[config.mk]
export PLATFORM = sky130hd
export DESIGN_NAME = usmf_top
export DESIGN_NICKNAME = d
export VERILOG_FILES = /design/src/hdl/usmf_pkg.sv /design/src/hdl/usmf_top.sv
export SDC_FILE = /design/constraint.sdc
export NUM_CORES = 1
export LEC_CHECK = 0
export BUFFER_PORTS_ARGS = -buffer_cell sky130_fd_sc_hd__buf_4
export CAP_MARGIN = 10
export CORE_UTILIZATION = 33
export CTS_CLUSTER_DIAMETER = 60
export DETAILED_ROUTE_END_ITERATION = 16
export PLACE_DENSITY = 0.57
export RECOVER_POWER = 50
export SETUP_SLACK_MARGIN = 0.4
export SKIP_CTS_REPAIR_TIMING = 1
export SYNTH_ARGS = -nofsm -noshare
export SYNTH_HDL_FRONTEND = slang
export SYNTH_SLANG_ARGS = --single-unit
[constraint.sdc]
create_clock -name aclk -period 4.25 [get_ports aclk]
set_input_delay 0.425 -clock aclk [delete_from_list [all_inputs] [get_ports aclk]]
set_output_delay 0.425 -clock aclk [all_outputs]
set_load 0.05 [all_outputs]
[src/hdl/usmf_pkg.sv]
// Constants, register map and state codes of the USART modem front end.
// Assumes a single 200 MHz clock and an AXI4-Lite register bus.
package usmf_pkg;
  // ****
  // Sizes and timing
  // ****
  localparam int FIFO_DEPTH = 16;
  localparam int OVS        = 16;
  localparam int OVS_MID    = 8;
  localparam int ADDR_W     = 6;
  localparam int ADDR_LSB   = 2;
  localparam int IDX_W      = 4;
  localparam int N_IN       = 5;
  // ****
  // Register indices (byte address = 4 * index)
  // ****
  localparam logic [3:0] IDX_DATA = 4'h0;
  localparam logic [3:0] IDX_IER  = 4'h1;
  localparam logic [3:0] IDX_IIR  = 4'h2;
  localparam logic [3:0] IDX_LCR  = 4'h3;
  localparam logic [3:0] IDX_MCR  = 4'h4;
  localparam logic [3:0] IDX_LSR  = 4'h5;
  localparam logic [3:0] IDX_MSR  = 4'h6;
  localparam logic [3:0] IDX_SCR  = 4'h7;
  localparam logic [3:0] IDX_MODE = 4'h8;
  // ****
  // Field positions
  // ****
  localparam int LCR_DLAB  = 7;
  localparam int MCR_DTR   = 0;
  localparam int MCR_RTS   = 1;
  localparam int MCR_OUT1  = 2;
  localparam int MCR_OUT2  = 3;
  localparam int MCR_LOOP  = 4;
  localparam int FCR_RXRST = 1;
  localparam int FCR_TXRST = 2;
  localparam int FCR_TRIG  = 6;
  localparam int MODE_HDX  = 0;
  localparam int MODE_SYNC = 1;
  localparam int MODE_ACTS = 2;
  localparam int MODE_485  = 3;
  localparam int IN_RX     = 0;
  localparam int IN_CTS    = 1;
  localparam int IN_DSR    = 2;
  localparam int IN_RI     = 3;
  localparam int IN_DCD    = 4;
  // ****
  // Values
  // ****
  localparam logic [15:0] DIV_RST   = 16'h0001;
  localparam logic [7:0]  IIR_VAL   = 8'hc1;
  localparam logic [1:0]  RESP_OKAY = 2'h0;
  localparam logic [1:0]  RESP_SLV  = 2'h2;
  localparam logic [4:0]  TRIG_1    = 5'h01;
  localparam logic [4:0]  TRIG_4    = 5'h04;
  localparam logic [4:0]  TRIG_8    = 5'h08;
  localparam logic [4:0]  TRIG_14   = 5'h0e;
  typedef enum logic [1:0] {
    SER_IDLE  = 2'b00,
    SER_START = 2'b01,
    SER_DATA  = 2'b10,
    SER_STOP  = 2'b11
  } usmf_ser_t;
endpackage

[src/hdl/usmf_top.sv]
// USART front end: 16550-style registers, FIFOs, 8N1 link, modem pins.
// Assumes asynchronous pins; the single wire is resolved from serial_tx_oe.
// Summary of operation
// RULE1 - Full-duplex NRZ async on separate lines
// RULE2 - Half-duplex mode shares one line
// RULE3 - Sync mode drives clock with data
// RULE4 - Sixteen-byte transmit and receive FIFOs
// RULE5 - Receive trigger at 1, 4, 8, 14
// RULE6 - Registers at 16550 locations
// RULE7 - Software or hardware flow control
// RULE8 - Clear-to-send shown at status bit 4
// RULE9 - Request-to-send low when control bit 1
// RULE10 - Request-to-send doubles as RS-485 direction
// RULE11 - Terminal-ready low when control bit 0
// RULE12 - Loopback holds both outputs inactive
// RULE13 - Set-ready shown at status bit 5
// RULE14 - Carrier-detect shown at status bit 7
// RULE15 - Ring shown at status bit 6
// RULE16 - Auto-CTS: start only while pin low
// RULE17 - Low modem pin reads as one
`timescale 1ns/10ps
`default_nettype none
module usmf_top
  import usmf_pkg::*;
#(
  parameter int DEPTH = usmf_pkg::FIFO_DEPTH
) (
  input  wire logic                       aclk,           // Clock
  input  wire logic                       aresetn,        // Sync reset, low
  input  wire logic                       s_awvalid,      // AW valid
  output logic                            s_awready,      // AW ready
  input  wire logic [usmf_pkg::ADDR_W-1:0] s_awaddr,      // AW address
  input  wire logic                       s_wvalid,       // W valid
  output logic                            s_wready,       // W ready
  input  wire logic [31:0]                s_wdata,        // W data
  input  wire logic [3:0]                 s_wstrb,        // W strobes
  output logic                            s_bvalid,       // B valid
  input  wire logic                       s_bready,       // B ready
  output logic [1:0]                      s_bresp,        // B response
  input  wire logic                       s_arvalid,      // AR valid
  output logic                            s_arready,      // AR ready
  input  wire logic [usmf_pkg::ADDR_W-1:0] s_araddr,      // AR address
  output logic                            s_rvalid,       // R valid
  input  wire logic                       s_rready,       // R ready
  output logic [31:0]                     s_rdata,        // R data
  output logic [1:0]                      s_rresp,        // R response
  output logic                            serial_tx_out,  // Serial data out
  output logic                            serial_tx_oe,   // Drive enable
  input  wire logic                       serial_rx_in,   // Serial data in
  output logic                            sync_clock_out, // Sync clock
  input  wire logic                       clear_to_send_in,    // Low active
  output logic                            request_to_send_out, // Low active
  output logic                            terminal_ready_out,  // Low active
  input  wire logic                       set_ready_in,        // Low active
  input  wire logic                       carrier_detect_in,   // Low active
  input  wire logic                       ring_indicator_in    // Low active
);
  import usmf_pkg::*;

  localparam int PW = $clog2(DEPTH);
  localparam int CW = PW + 1;
  localparam logic [CW-1:0] FULL = CW'(DEPTH);
  localparam logic [3:0] OVS_END = 4'(OVS - 1);
  localparam logic [3:0] MID_END = 4'(OVS_MID - 1);
  localparam logic [3:0] MID     = 4'(OVS_MID);

  // ****
  // State
  // ****
  typedef struct packed {
    logic [2:0][N_IN-1:0]     sy;
    logic [N_IN-1:0]          pin;
    logic [15:0]              div;
    logic [15:0]              bcnt;
    logic [7:0]               lcr;
    logic [7:0]               mcr;
    logic [7:0]               scr;
    logic [3:0]               mode;
    logic [1:0]               trig;
    logic [DEPTH-1:0][7:0]    txm;
    logic [DEPTH-1:0][7:0]    rxm;
    logic [PW-1:0]            txw;
    logic [PW-1:0]            txr;
    logic [PW-1:0]            rxw;
    logic [PW-1:0]            rxr;
    logic [CW-1:0]            txc;
    logic [CW-1:0]            rxc;
    usmf_ser_t                txs;
    logic [3:0]               txo;
    logic [2:0]               txb;
    logic [7:0]               txsh;
    logic                     txd;
    usmf_ser_t                rxs;
    logic [3:0]               rxo;
    logic [2:0]               rxb;
    logic [7:0]               rxsh;
    logic                     ovr;
    logic                     fe;
    logic [3:0]               dmsr;
    logic [3:0]               mprev;
    logic                     sclk;
    logic                     awh;
    logic                     wh;
    logic [3:0]               awi;
    logic [7:0]               wd;
    logic                     wbe;
    logic                     bv;
    logic [1:0]               br;
    logic                     rv;
    logic [1:0]               rr;
    logic [7:0]               rd;
  } usmf_st_t;

  localparam usmf_st_t ST_RST = '{
    sy: '1, pin: '1, div: DIV_RST, txs: SER_IDLE, rxs: SER_IDLE,
    txd: 1'b1, default: '0
  };

  usmf_st_t q;
  usmf_st_t d;

  logic            tick;
  logic            loop;
  logic            rx_line;
  logic [3:0]      msr_now;
  logic [4:0]      trig_lvl;
  logic            tx_busy;
  logic            cts_ok;
  logic            tpush;
  logic            tpop;
  logic            rpush;
  logic            rpop;
  logic [3:0]      ari;
  logic [7:0]      rval;

  // ****
  // Next state
  // ****
  always_comb begin
    d = q;
    tpush = 1'b0;
    tpop = 1'b0;
    rpush = 1'b0;
    rpop = 1'b0;
    rval = '0;
    ari = s_araddr[ADDR_LSB +: IDX_W];
    loop = q.mcr[MCR_LOOP];
    tx_busy = (q.txs != SER_IDLE);

    // A level counts once stages two and three agree: no glitches
    d.sy[0] = {carrier_detect_in, ring_indicator_in, set_ready_in,
               clear_to_send_in, serial_rx_in};
    d.sy[1] = q.sy[0];
    d.sy[2] = q.sy[1];
    for (int i = 0; i < N_IN; i++) begin
      if (q.sy[1][i] == q.sy[2][i]) begin
        d.pin[i] = q.sy[1][i];
      end
    end

    // Status bits are asserted-high; loopback feeds them from control
    if (loop) begin
      msr_now = {q.mcr[MCR_OUT2], q.mcr[MCR_OUT1],
                 q.mcr[MCR_DTR], q.mcr[MCR_RTS]};
    end else begin
      msr_now = ~{q.pin[IN_DCD], q.pin[IN_RI], // see RULE14 RULE15 RULE17
                  q.pin[IN_DSR], q.pin[IN_CTS]};
    end
    cts_ok = msr_now[0];
    rx_line = loop ? q.txd : q.pin[IN_RX]; // see RULE1

    unique case (q.trig) // see RULE5
      2'h0: trig_lvl = TRIG_1;
      2'h1: trig_lvl = TRIG_4;
      2'h2: trig_lvl = TRIG_8;
      2'h3: trig_lvl = TRIG_14;
    endcase

    // Tick at sixteen times the bit rate
    tick = (q.bcnt == '0);
    if (tick) begin
      d.bcnt = (q.div == '0) ? '0 : q.div - 16'h0001;
    end else begin
      d.bcnt = q.bcnt - 16'h0001;
    end

    // ****
    // AXI4-Lite write path
    // ****
    if (s_awvalid && s_awready) begin
      d.awh = 1'b1;
      d.awi = s_awaddr[ADDR_LSB +: IDX_W];
    end
    if (s_wvalid && s_wready) begin
      d.wh = 1'b1;
      d.wd = s_wdata[7:0];
      d.wbe = s_wstrb[0];
    end
    if (q.bv && s_bready) begin
      d.bv = 1'b0;
    end
    if (q.awh && q.wh) begin
      d.awh = 1'b0;
      d.wh = 1'b0;
      d.bv = 1'b1;
      d.br = (q.awi > IDX_MODE) ? RESP_SLV : RESP_OKAY;
      if (q.wbe) begin
        unique case (q.awi) // see RULE6
          IDX_DATA: begin
            if (q.lcr[LCR_DLAB]) begin
              d.div[7:0] = q.wd;
            end else begin
              tpush = (q.txc != FULL); // Full queue drops the byte
            end
          end
          IDX_IER: begin
            if (q.lcr[LCR_DLAB]) begin
              d.div[15:8] = q.wd;
            end
          end
          IDX_IIR: d.trig = q.wd[FCR_TRIG +: 2];
          IDX_LCR: d.lcr = q.wd;
          IDX_MCR: d.mcr = q.wd; // see RULE7
          IDX_SCR: d.scr = q.wd;
          IDX_MODE: d.mode = q.wd[3:0];
          default: ;
        endcase
      end
    end

    // ****
    // AXI4-Lite read path, with read side effects
    // ****
    if (q.rv && s_rready) begin
      d.rv = 1'b0;
    end
    if (s_arvalid && s_arready) begin
      d.rv = 1'b1;
      d.rr = (ari > IDX_MODE) ? RESP_SLV : RESP_OKAY;
      unique case (ari)
        IDX_DATA: begin
          if (q.lcr[LCR_DLAB]) begin
            rval = q.div[7:0];
          end else begin
            rval = q.rxm[q.rxr];
            rpop = (q.rxc != '0);
          end
        end
        IDX_IER: rval = q.lcr[LCR_DLAB] ? q.div[15:8] : 8'h00;
        IDX_IIR: rval = IIR_VAL;
        IDX_LCR: rval = q.lcr;
        IDX_MCR: rval = q.mcr;
        IDX_LSR: begin
          rval = {1'b0, !tx_busy && q.txc == '0, q.txc == '0,
                  1'b0, q.fe, 1'b0, q.ovr, q.rxc != '0};
          d.ovr = 1'b0;
          d.fe = 1'b0;
        end
        IDX_MSR: begin
          rval = {msr_now, q.dmsr}; // see RULE8
          d.dmsr = '0;
        end
        IDX_SCR: rval = q.scr;
        IDX_MODE: rval = {q.rxc >= CW'(trig_lvl), 3'h0, q.mode};
        default: rval = 8'h00;
      endcase
      d.rd = rval;
    end

    // Change flags: a change in the same cycle as the read survives
    d.mprev = msr_now;
    d.dmsr = d.dmsr | (msr_now ^ q.mprev); // see RULE13

    // ****
    // Transmitter
    // ****
    unique case (q.txs)
      SER_IDLE: begin
        // Auto-CTS gates only the start of a character
        if (q.txc != '0 && (!q.mode[MODE_ACTS] || cts_ok)) begin  // see RULE16
          tpop = 1'b1;
          d.txsh = q.txm[q.txr];
          d.txs = SER_START;
          d.txo = '0;
          d.txd = 1'b0;
        end
      end
      SER_START: begin
        if (tick) begin
          d.txo = q.txo + 4'h1;
          if (q.txo == OVS_END) begin
            d.txs = SER_DATA;
            d.txb = '0;
            d.txd = q.txsh[0];
          end
        end
      end
      SER_DATA: begin
        if (tick) begin
          d.txo = q.txo + 4'h1;
          if (q.txo == OVS_END) begin
            d.txsh = {1'b0, q.txsh[7:1]};
            if (q.txb == 3'h7) begin
              d.txs = SER_STOP;
              d.txd = 1'b1;
            end else begin
              d.txb = q.txb + 3'h1;
              d.txd = q.txsh[1];
            end
          end
        end
      end
      SER_STOP: begin
        if (tick) begin
          d.txo = q.txo + 4'h1;
          if (q.txo == OVS_END) begin
            d.txs = SER_IDLE;
          end
        end
      end
    endcase
    // Clock is high in the second half of each data bit
    d.sclk = q.mode[MODE_SYNC] && d.txs == SER_DATA && d.txo >= MID;  // see RULE3

    // ****
    // Receiver
    // ****
    unique case (q.rxs)
      SER_IDLE: begin
        if (!rx_line) begin
          d.rxs = SER_START;
          d.rxo = '0;
        end
      end
      SER_START: begin
        if (tick) begin
          d.rxo = q.rxo + 4'h1;
          if (q.rxo == MID_END) begin
            d.rxo = '0;
            d.rxb = '0;
            // A start bit gone by mid-bit was noise
            d.rxs = rx_line ? SER_IDLE : SER_DATA;
          end
        end
      end
      SER_DATA: begin
        if (tick) begin
          d.rxo = q.rxo + 4'h1;
          if (q.rxo == OVS_END) begin
            d.rxsh = {rx_line, q.rxsh[7:1]};
            d.rxb = q.rxb + 3'h1;
            if (q.rxb == 3'h7) begin
              d.rxs = SER_STOP;
            end
          end
        end
      end
      SER_STOP: begin
        if (tick) begin
          d.rxo = q.rxo + 4'h1;
          if (q.rxo == OVS_END) begin
            d.rxs = SER_IDLE;
            if (!rx_line) begin
              d.fe = 1'b1;
            end
            if (q.rxc == FULL && !rpop) begin
              d.ovr = 1'b1;
            end else begin
              rpush = 1'b1;
            end
          end
        end
      end
    endcase

    // ****
    // FIFOs
    // ****
    if (tpush) begin // see RULE4
      d.txm[q.txw] = q.wd;
      d.txw = q.txw + PW'(1);
    end
    if (tpop) begin
      d.txr = q.txr + PW'(1);
    end
    d.txc = q.txc + CW'(tpush) - CW'(tpop);
    if (rpush) begin
      d.rxm[q.rxw] = q.rxsh;
      d.rxw = q.rxw + PW'(1);
    end
    if (rpop) begin
      d.rxr = q.rxr + PW'(1);
    end
    d.rxc = q.rxc + CW'(rpush) - CW'(rpop);
    // Queue reset bits act once and are not stored
    if (q.awh && q.wh && q.wbe && q.awi == IDX_IIR) begin
      if (q.wd[FCR_RXRST]) begin
        d.rxw = '0;
        d.rxr = '0;
        d.rxc = '0;
      end
      if (q.wd[FCR_TXRST]) begin
        d.txw = '0;
        d.txr = '0;
        d.txc = '0;
      end
    end
  end

  always_ff @(posedge aclk) begin
    q <= aresetn ? d : ST_RST;
  end

  // ****
  // Outputs
  // ****
  assign s_awready = !q.awh && !q.bv;
  assign s_wready  = !q.wh && !q.bv;
  assign s_bvalid  = q.bv;
  assign s_bresp   = q.br;
  assign s_arready = !q.rv;
  assign s_rvalid  = q.rv;
  assign s_rdata   = {24'h000000, q.rd};
  assign s_rresp   = q.rr;

  // Loopback keeps the line idle high so the far end sees nothing
  assign serial_tx_out = q.txd || q.mcr[MCR_LOOP]; // see RULE1
  // Half-duplex releases the shared wire whenever not sending
  assign serial_tx_oe  = !q.mode[MODE_HDX] || (q.txs != SER_IDLE); // see RULE2
  assign sync_clock_out = q.sclk;

  // RS-485 direction: low while a character waits or is on the line
  assign request_to_send_out = q.mcr[MCR_LOOP] ? 1'b1 : // see RULE12
    (q.mode[MODE_485] ? !(q.txs != SER_IDLE || q.txc != '0) : // see RULE10
     !q.mcr[MCR_RTS]); // see RULE9
  assign terminal_ready_out = q.mcr[MCR_LOOP] ? 1'b1 : // see RULE12
    !q.mcr[MCR_DTR]; // see RULE11
endmodule
`default_nettype wire

==> results of run 1 <==
## kinds of logic after synthesis
| group | Yosys count | share of synthesized area |
|---|---|---|
| other cells | 1 | 0.000184 |
| xor+xnor | 44 | 0.0189 |
| buf+inv | 248 | 0.0566 |
| flops | 437 | 0.429 |
| fa+ha+maj | 42 | 0.0265 |
| compound gates | 376 | 0.105 |
| simple gates | 960 | 0.216 |
| mux | 226 | 0.149 |
## how the worst max path moves through the flow
stage	cells past startpoint	slack [ns]	to
after floorplan	14	1.0	q[79]
after global placement	14	0.58	q[79]
after detailed placement	14	0.61	q[79]
final	4	0.74	q[317]
after global routing	4	0.34	q[302]
after CTS	13	0.85	q[79]
## critical path, stage by stage
cell	delay (ns)
clkbuf_1	1.33
inv_8	0.69
clkbuf_2	1.03
a21oi_1	0.41
## power by group through the flow
stage / clock [mW] / combinational [mW] / sequential (mW)
after detailed placement: 0 / 1.77 / 4.54
after CTS: 4.24 / 1.78 / 4.45
final: 4.14 / 1.76 / 4.45
after floorplan: 0 / 1.40 / 4.43
after global placement: 0 / 1.74 / 4.53
after global routing: 4.42 / 1.94 / 4.48
## cells in the mapped netlist (17+ instances only)
cell type  count
clkbuf_1     117
a21oi_1      266
buf_4         49
mux2i_1      158
xor2_1        20
nor2b_1       19
nand4_1       17
ha_1          40
a22oi_1       18
mux4_2        61
buf_2         26
o21ai_0       31
inv_1         42
nand2_1      409
nor3_1        29
xnor2_1       24
nor2_1       221
and3_1        20
dfxtp_1      437
nand3_1      130
nand2b_1      34
## cell type report
type | count | share of cell area
multi-input combinational | 1674 | 0.470
sequential | 437 | 0.388
clock buffer | 71 | 0.0628
tap | 782 | 0.0433
timing repair buffer | 82 | 0.0227
inverter | 42 | 0.00731
clock inverter | 16 | 0.00604
antenna | 1 | 0.000111
## state kept, by name (all words and copies together), names as in the netlist
signal / flops
d: 10
loop: 1
q: 413
s_bresp: 1
s_bvalid: 1
s_rdata: 8
s_rresp: 1
s_rvalid: 1
sync_clock_out: 1
## layer usage
layer	share of wire	vias to the layer above	track usage
li1	-	7922	-
met4	0.033	4	0.0706
met5	0.00042	-	0
met1	0.42	7972	0.225
met2	0.49	445	0.310
met3	0.052	107	0.0255
## through the flow
| step | worst slack [ns] | total power, mW | hold WS (ns) | instances |
|---|---|---|---|---|
| floorplan | 0.998 | 5.82 | 0.386 | 2359 |
| global placement | 0.585 | 6.27 | 0.400 | 3017 |
| detailed placement | 0.608 | 6.31 | 0.398 | 3017 |
| CTS | 0.851 | 10.5 | 0.00428 | 3104 |
| global route | 0.341 | 10.8 | 0.0125 | 3105 |
| finish | 0.738 | 10.4 | 0.0344 | 3105 |
==> results.sh, run 1 <==
export IMPL_status="complete, but fails checks"
export IMPL_violations="max-capacitance violations, max-slew violations"
export IMPL_grt_pass1_vias=15900
export IMPL_start_util=0.336
export IMPL_hold_path_class="primary input to flop"
export IMPL_p_sw_mw=3.07
export IMPL_gr_total_overflow=0
export IMPL_ff2ff_path_depth=8
export IMPL_yosysWarnings=0
export IMPL_firstDrtPassIters=7
export IMPL_grt_usage=0.180
export IMPL_rsz0062_at_grt="no"
export IMPL_required_ns=4.73
export IMPL_routed_wl_um=57300
export IMPL_final_setup_tns_ns=0
export IMPL_die_y_um=251
export IMPL_whs_endpoint="d[430]"
export IMPL_fin_worst_skew_ns=0.0283
export IMPL_nNetsFinal=2387
export IMPL_detail_route_antenna_nets=0
export IMPL_critPathCaptureType="flop"
export IMPL_grt_pass1_wl_um=89700
export IMPL_p_int_mw=7.29
export IMPL_power_leakage_nw=8.55
export IMPL_worstMarginPinSlew_ns=1.90
export IMPL_clock_path_buffers=3
export IMPL_syn_cell_area_sq_mm=0.0204
export IMPL_crit_start="aresetn"
export IMPL_crit_fanout=151
export IMPL_power_density_mw_per_mm2=458
export IMPL_syn_inst=2334
export IMPL_r2r_end="q[103]"
export IMPL_cts_buffers_inserted=48
export IMPL_fillers=6143
export IMPL_fin_crit_ns=3.51
export IMPL_syn2layout_area_growth_pct=10.6
export IMPL_multiInputGateArea_sq_mm=0.0106
export IMPL_htreeDepth=2
export IMPL_final_period_utilization=0.826
export IMPL_synth_top_area_frac=0.429
export IMPL_syn_area_per_cell_sq_um=8.75
export IMPL_maxSlewHeadroom=-0.263
export IMPL_wire_per_inst_um=18.4
export IMPL_criticalPathCategory="primary input to flop"
export IMPL_worstPathArrival_ns=3.99
export IMPL_io_pins=106
export IMPL_switching_share=0.296
export IMPL_r2r_start="q[389]"
export IMPL_port_buffers=48
export IMPL_placed_cell_area_sq_mm=0.0211
export IMPL_drc_errors=0
export IMPL_cts_clk_slew_worst_paths_ns=0.06
export IMPL_yosysTopAreaCell="dfxtp_1"
export IMPL_worstSetupStartpointType="primary input"
export IMPL_hold_path_depth=2
export IMPL_maxCapViolCount=3
export IMPL_setup_violations=0
export IMPL_grt_max_degree=152
export IMPL_avgViaCountPerCell=5.30
export IMPL_dr_total_vias=16500
export IMPL_pwr_share_seq=0.430
export IMPL_ys_ff_latch=437
export IMPL_min_from="clear_to_send_in"
export IMPL_finalHoldViolCount=0
export IMPL_drv_slew=154
export IMPL_reg2reg_setup_slack_ns=0.74
export IMPL_seq_area_sq_mm=0.00875
export IMPL_combPwrFrac=0.170
export IMPL_num_rows=90
export IMPL_drt_iter0_drc=1111
export IMPL_coreArea_sq_mm=0.0607
export IMPL_clock_sinks=437
export IMPL_mostFrequentLayoutCell="dfxtp_1"
export IMPL_yosysSeqAreaShare=0.429
export IMPL_irDropWorstVdd_mv=0.278
export IMPL_final_area_sq_mm=0.0226
export IMPL_drive_above_1_share=0.103
export IMPL_die_w_um=251
export IMPL_final_cell_mix="dfxtp_1, nand2_1, a21oi_1"
export IMPL_hpwl_um=38200
export IMPL_fmax_ghz=0.285
export IMPL_antenna_found_initial=3
export IMPL_synth_async_reset_ratio=0
export IMPL_dieArea_sq_mm=0.0629
export IMPL_p_clk_frac=0.400
export IMPL_clkLatencyLatePin_ns=0.59
export IMPL_cts_tree="done"
export IMPL_ys_dominant_reg_cell="dfxtp_1"
export IMPL_ys_types=72
export IMPL_synth_area_leaders="dfxtp_1, mux2i_1, nand2_1, mux4_2, a21oi_1"
export IMPL_final_core_util=0.372
export IMPL_synth_edf_count=0
export IMPL_gp_congestion=0.882
export IMPL_root_buffer="clkbuf_16"
(Power assumes the default switching activity.)
==> run 2: changes to the inputs <==
- PLACE_DENSITY: 0.57 -> 0.59
- clock period: 4.25 -> 2.9 ns (I/O delays scaled with it)
==> run 2 against run 1 <==
  * Count of clock-buffer cells in the layout down 5
  * Sequential power increased by 45%
  * Largest power group unchanged
  * Via count up 2.9%
  * Die area unchanged
  * Clock power increased by 53%
  * Global-route usage is 0.29 points higher
  * First-iteration DRC count rose by 11%
  * The run ends with max-capacitance violations, max-slew violations, negative setup slack left
  * Wire length increased by 2.2%
  * Critical path depth grew 9
  * Setup slack worse by 0.83 ns
==> results.sh, run 2 (synthesized netlist as in run 1, its figures left out) <==
export IMPL_dieArea_sq_mm=0.0629
export IMPL_finalHoldViolCount=0
export IMPL_grt_pass1_vias=16100
export IMPL_status="complete, but fails checks"
export IMPL_root_buffer="clkbuf_16"
export IMPL_criticalPathCategory="flop to flop"
export IMPL_p_sw_mw=4.63
export IMPL_grt_pass1_wl_um=90200
export IMPL_worstPathArrival_ns=3.44
export IMPL_coreArea_sq_mm=0.0607
export IMPL_multiInputGateArea_sq_mm=0.0109
export IMPL_gp_congestion=0.831
export IMPL_maxCapViolCount=1
export IMPL_detail_route_antenna_nets=0
export IMPL_top_register="q"
export IMPL_power_density_mw_per_mm2=678
export IMPL_syn2layout_area_growth_pct=16.3
export IMPL_fmax_ghz=0.335
export IMPL_required_ns=3.35
export IMPL_critPathCaptureType="flop"
export IMPL_cts_clk_slew_worst_paths_ns=0.06
export IMPL_drc_errors=0
export IMPL_p_int_mw=11.5
export IMPL_seq_area_sq_mm=0.00876
export IMPL_fin_worst_skew_ns=0.0203
export IMPL_fillers=5990
export IMPL_num_rows=90
export IMPL_final_area_sq_mm=0.0237
export IMPL_maxSlewHeadroom=-0.0341
export IMPL_reg2reg_setup_slack_ns=-0.09
export IMPL_hold_path_class="primary input to flop"
export IMPL_p_clk_frac=0.394
export IMPL_worstMarginPinSlew_ns=1.55
export IMPL_r2r_end="q[79]"
export IMPL_firstDrtPassIters=6
export IMPL_grt_max_degree=137
export IMPL_combPwrFrac=0.206
export IMPL_io_pins=106
export IMPL_whs_endpoint="q[27]"
export IMPL_final_setup_tns_ns=-0.128
export IMPL_holdWs_ns=0.157
export IMPL_routed_wl_um=58600
export IMPL_cts_buffers_inserted=47
export IMPL_die_y_um=251
export IMPL_start_util=0.336
export IMPL_htreeDepth=2
export IMPL_final_cell_mix="dfxtp_1, nand2_1, a21oi_1"
export IMPL_r2r_start="q[398]"
export IMPL_met2_usage=0.311
export IMPL_switching_share=0.288
export IMPL_pwr_share_seq=0.400
export IMPL_placed_cell_area_sq_mm=0.0217
export IMPL_setup_violations=2
export IMPL_drv_slew=82
export IMPL_port_buffers=48
export IMPL_violations="max-capacitance violations, max-slew violations, negative setup slack"
export IMPL_worstSetupStartpointType="flop"
export IMPL_drt_iter0_drc=1230
export IMPL_avgViaCountPerCell=5.31
export IMPL_min_from="s_wvalid"
export IMPL_rsz0062_at_grt="yes"
export IMPL_hpwl_um=39700
export IMPL_finalNonFillerCells=3187
export IMPL_gr_total_overflow=0
export IMPL_dr_total_vias=16900
export IMPL_irDropWorstVdd_mv=0.408
export IMPL_cts_tree="done"
export IMPL_report_power_total_mw=16.1
export IMPL_clkLatencyLatePin_ns=0.59
export IMPL_clock_sinks=437
export IMPL_ff2ff_path_depth=13
export IMPL_crit_fanout=2
export IMPL_dp_cells=3069
export IMPL_use_met1=0.225
export IMPL_diodes=0
export IMPL_nNetsFinal=2473
export IMPL_grt_usage=0.183
export IMPL_top_usage_layer="met2"
export IMPL_largest_reg_flops=413
export IMPL_wire_per_inst_um=18.4
export IMPL_hold_path_depth=4
export IMPL_antenna_found_initial=1
export IMPL_power_leakage_nw=8.95
export IMPL_globalRouteMet3Util=0.0286
export IMPL_fin_crit_ns=2.99
export IMPL_drive_above_1_share=0.152
export IMPL_die_w_um=251
export IMPL_final_core_util=0.391
export IMPL_dp_slack_ns=-0.226
export IMPL_setup_ws_ns=-0.0887
export IMPL_clock_path_buffers=3
export IMPL_final_period_utilization=1.03
export IMPL_mostFrequentLayoutCell="dfxtp_1"
==> run 2: area by class of cell <==
type	instances	share of cell area
Multi-Input combinational cell	1674	0.460
Sequential cell	437	0.369
Clock buffer	66	0.0581
Timing Repair Buffer	169	0.0539
Tap cell	782	0.0412
Clock inverter	17	0.0102
Inverter	42	0.00706
==> run 2: layer usage <==
layer	routed length, um	up-vias
li1	-	8085
met1	24100	8172
met2	28600	547
met3	3400	121
met4	2420	0
met5	0	-
==> run 2: worst max-delay path by stage <==
stage               cells after the start     to  slack (ns)         from
floorplan                              14  q[79]       -0.11  s_araddr[3]
global placement                       14  q[79]       -0.28  s_araddr[3]
detailed placement                     14  q[79]       -0.23  s_araddr[3]
CTS                                    13  q[79]       -0.07       q[398]
global route                           13  q[79]       -0.24       q[398]
finish                                 13  q[79]       -0.09       q[398]
==> run 2: power by group through the flow <==
stage | Sequential [mW] | Clock (mW) | Combinational (mW)
2_1_floorplan | 6.50 | 0 | 2.10
3_3_place_gp | 6.55 | 0 | 2.99
3_5_place_dp | 6.56 | 0 | 3.05
4_1_cts | 6.43 | 6.49 | 3.06
5_1_grt | 6.47 | 6.72 | 3.60
6_report | 6.44 | 6.34 | 3.31
==> run 2: worst max-delay path: stages (launching register included) <==
cell     delay, ns
dfxtp_2       0.32
or4_4         0.54
or2_4         0.27
nor4b_4       0.37
inv_2         0.08
ha_4          0.27
inv_2         0.03
ha_4          0.15
fa_2          0.35
a21oi_2       0.12
nor2_1        0.04
nor2_1        0.12
xnor2_1       0.14
nor2_1        0.05
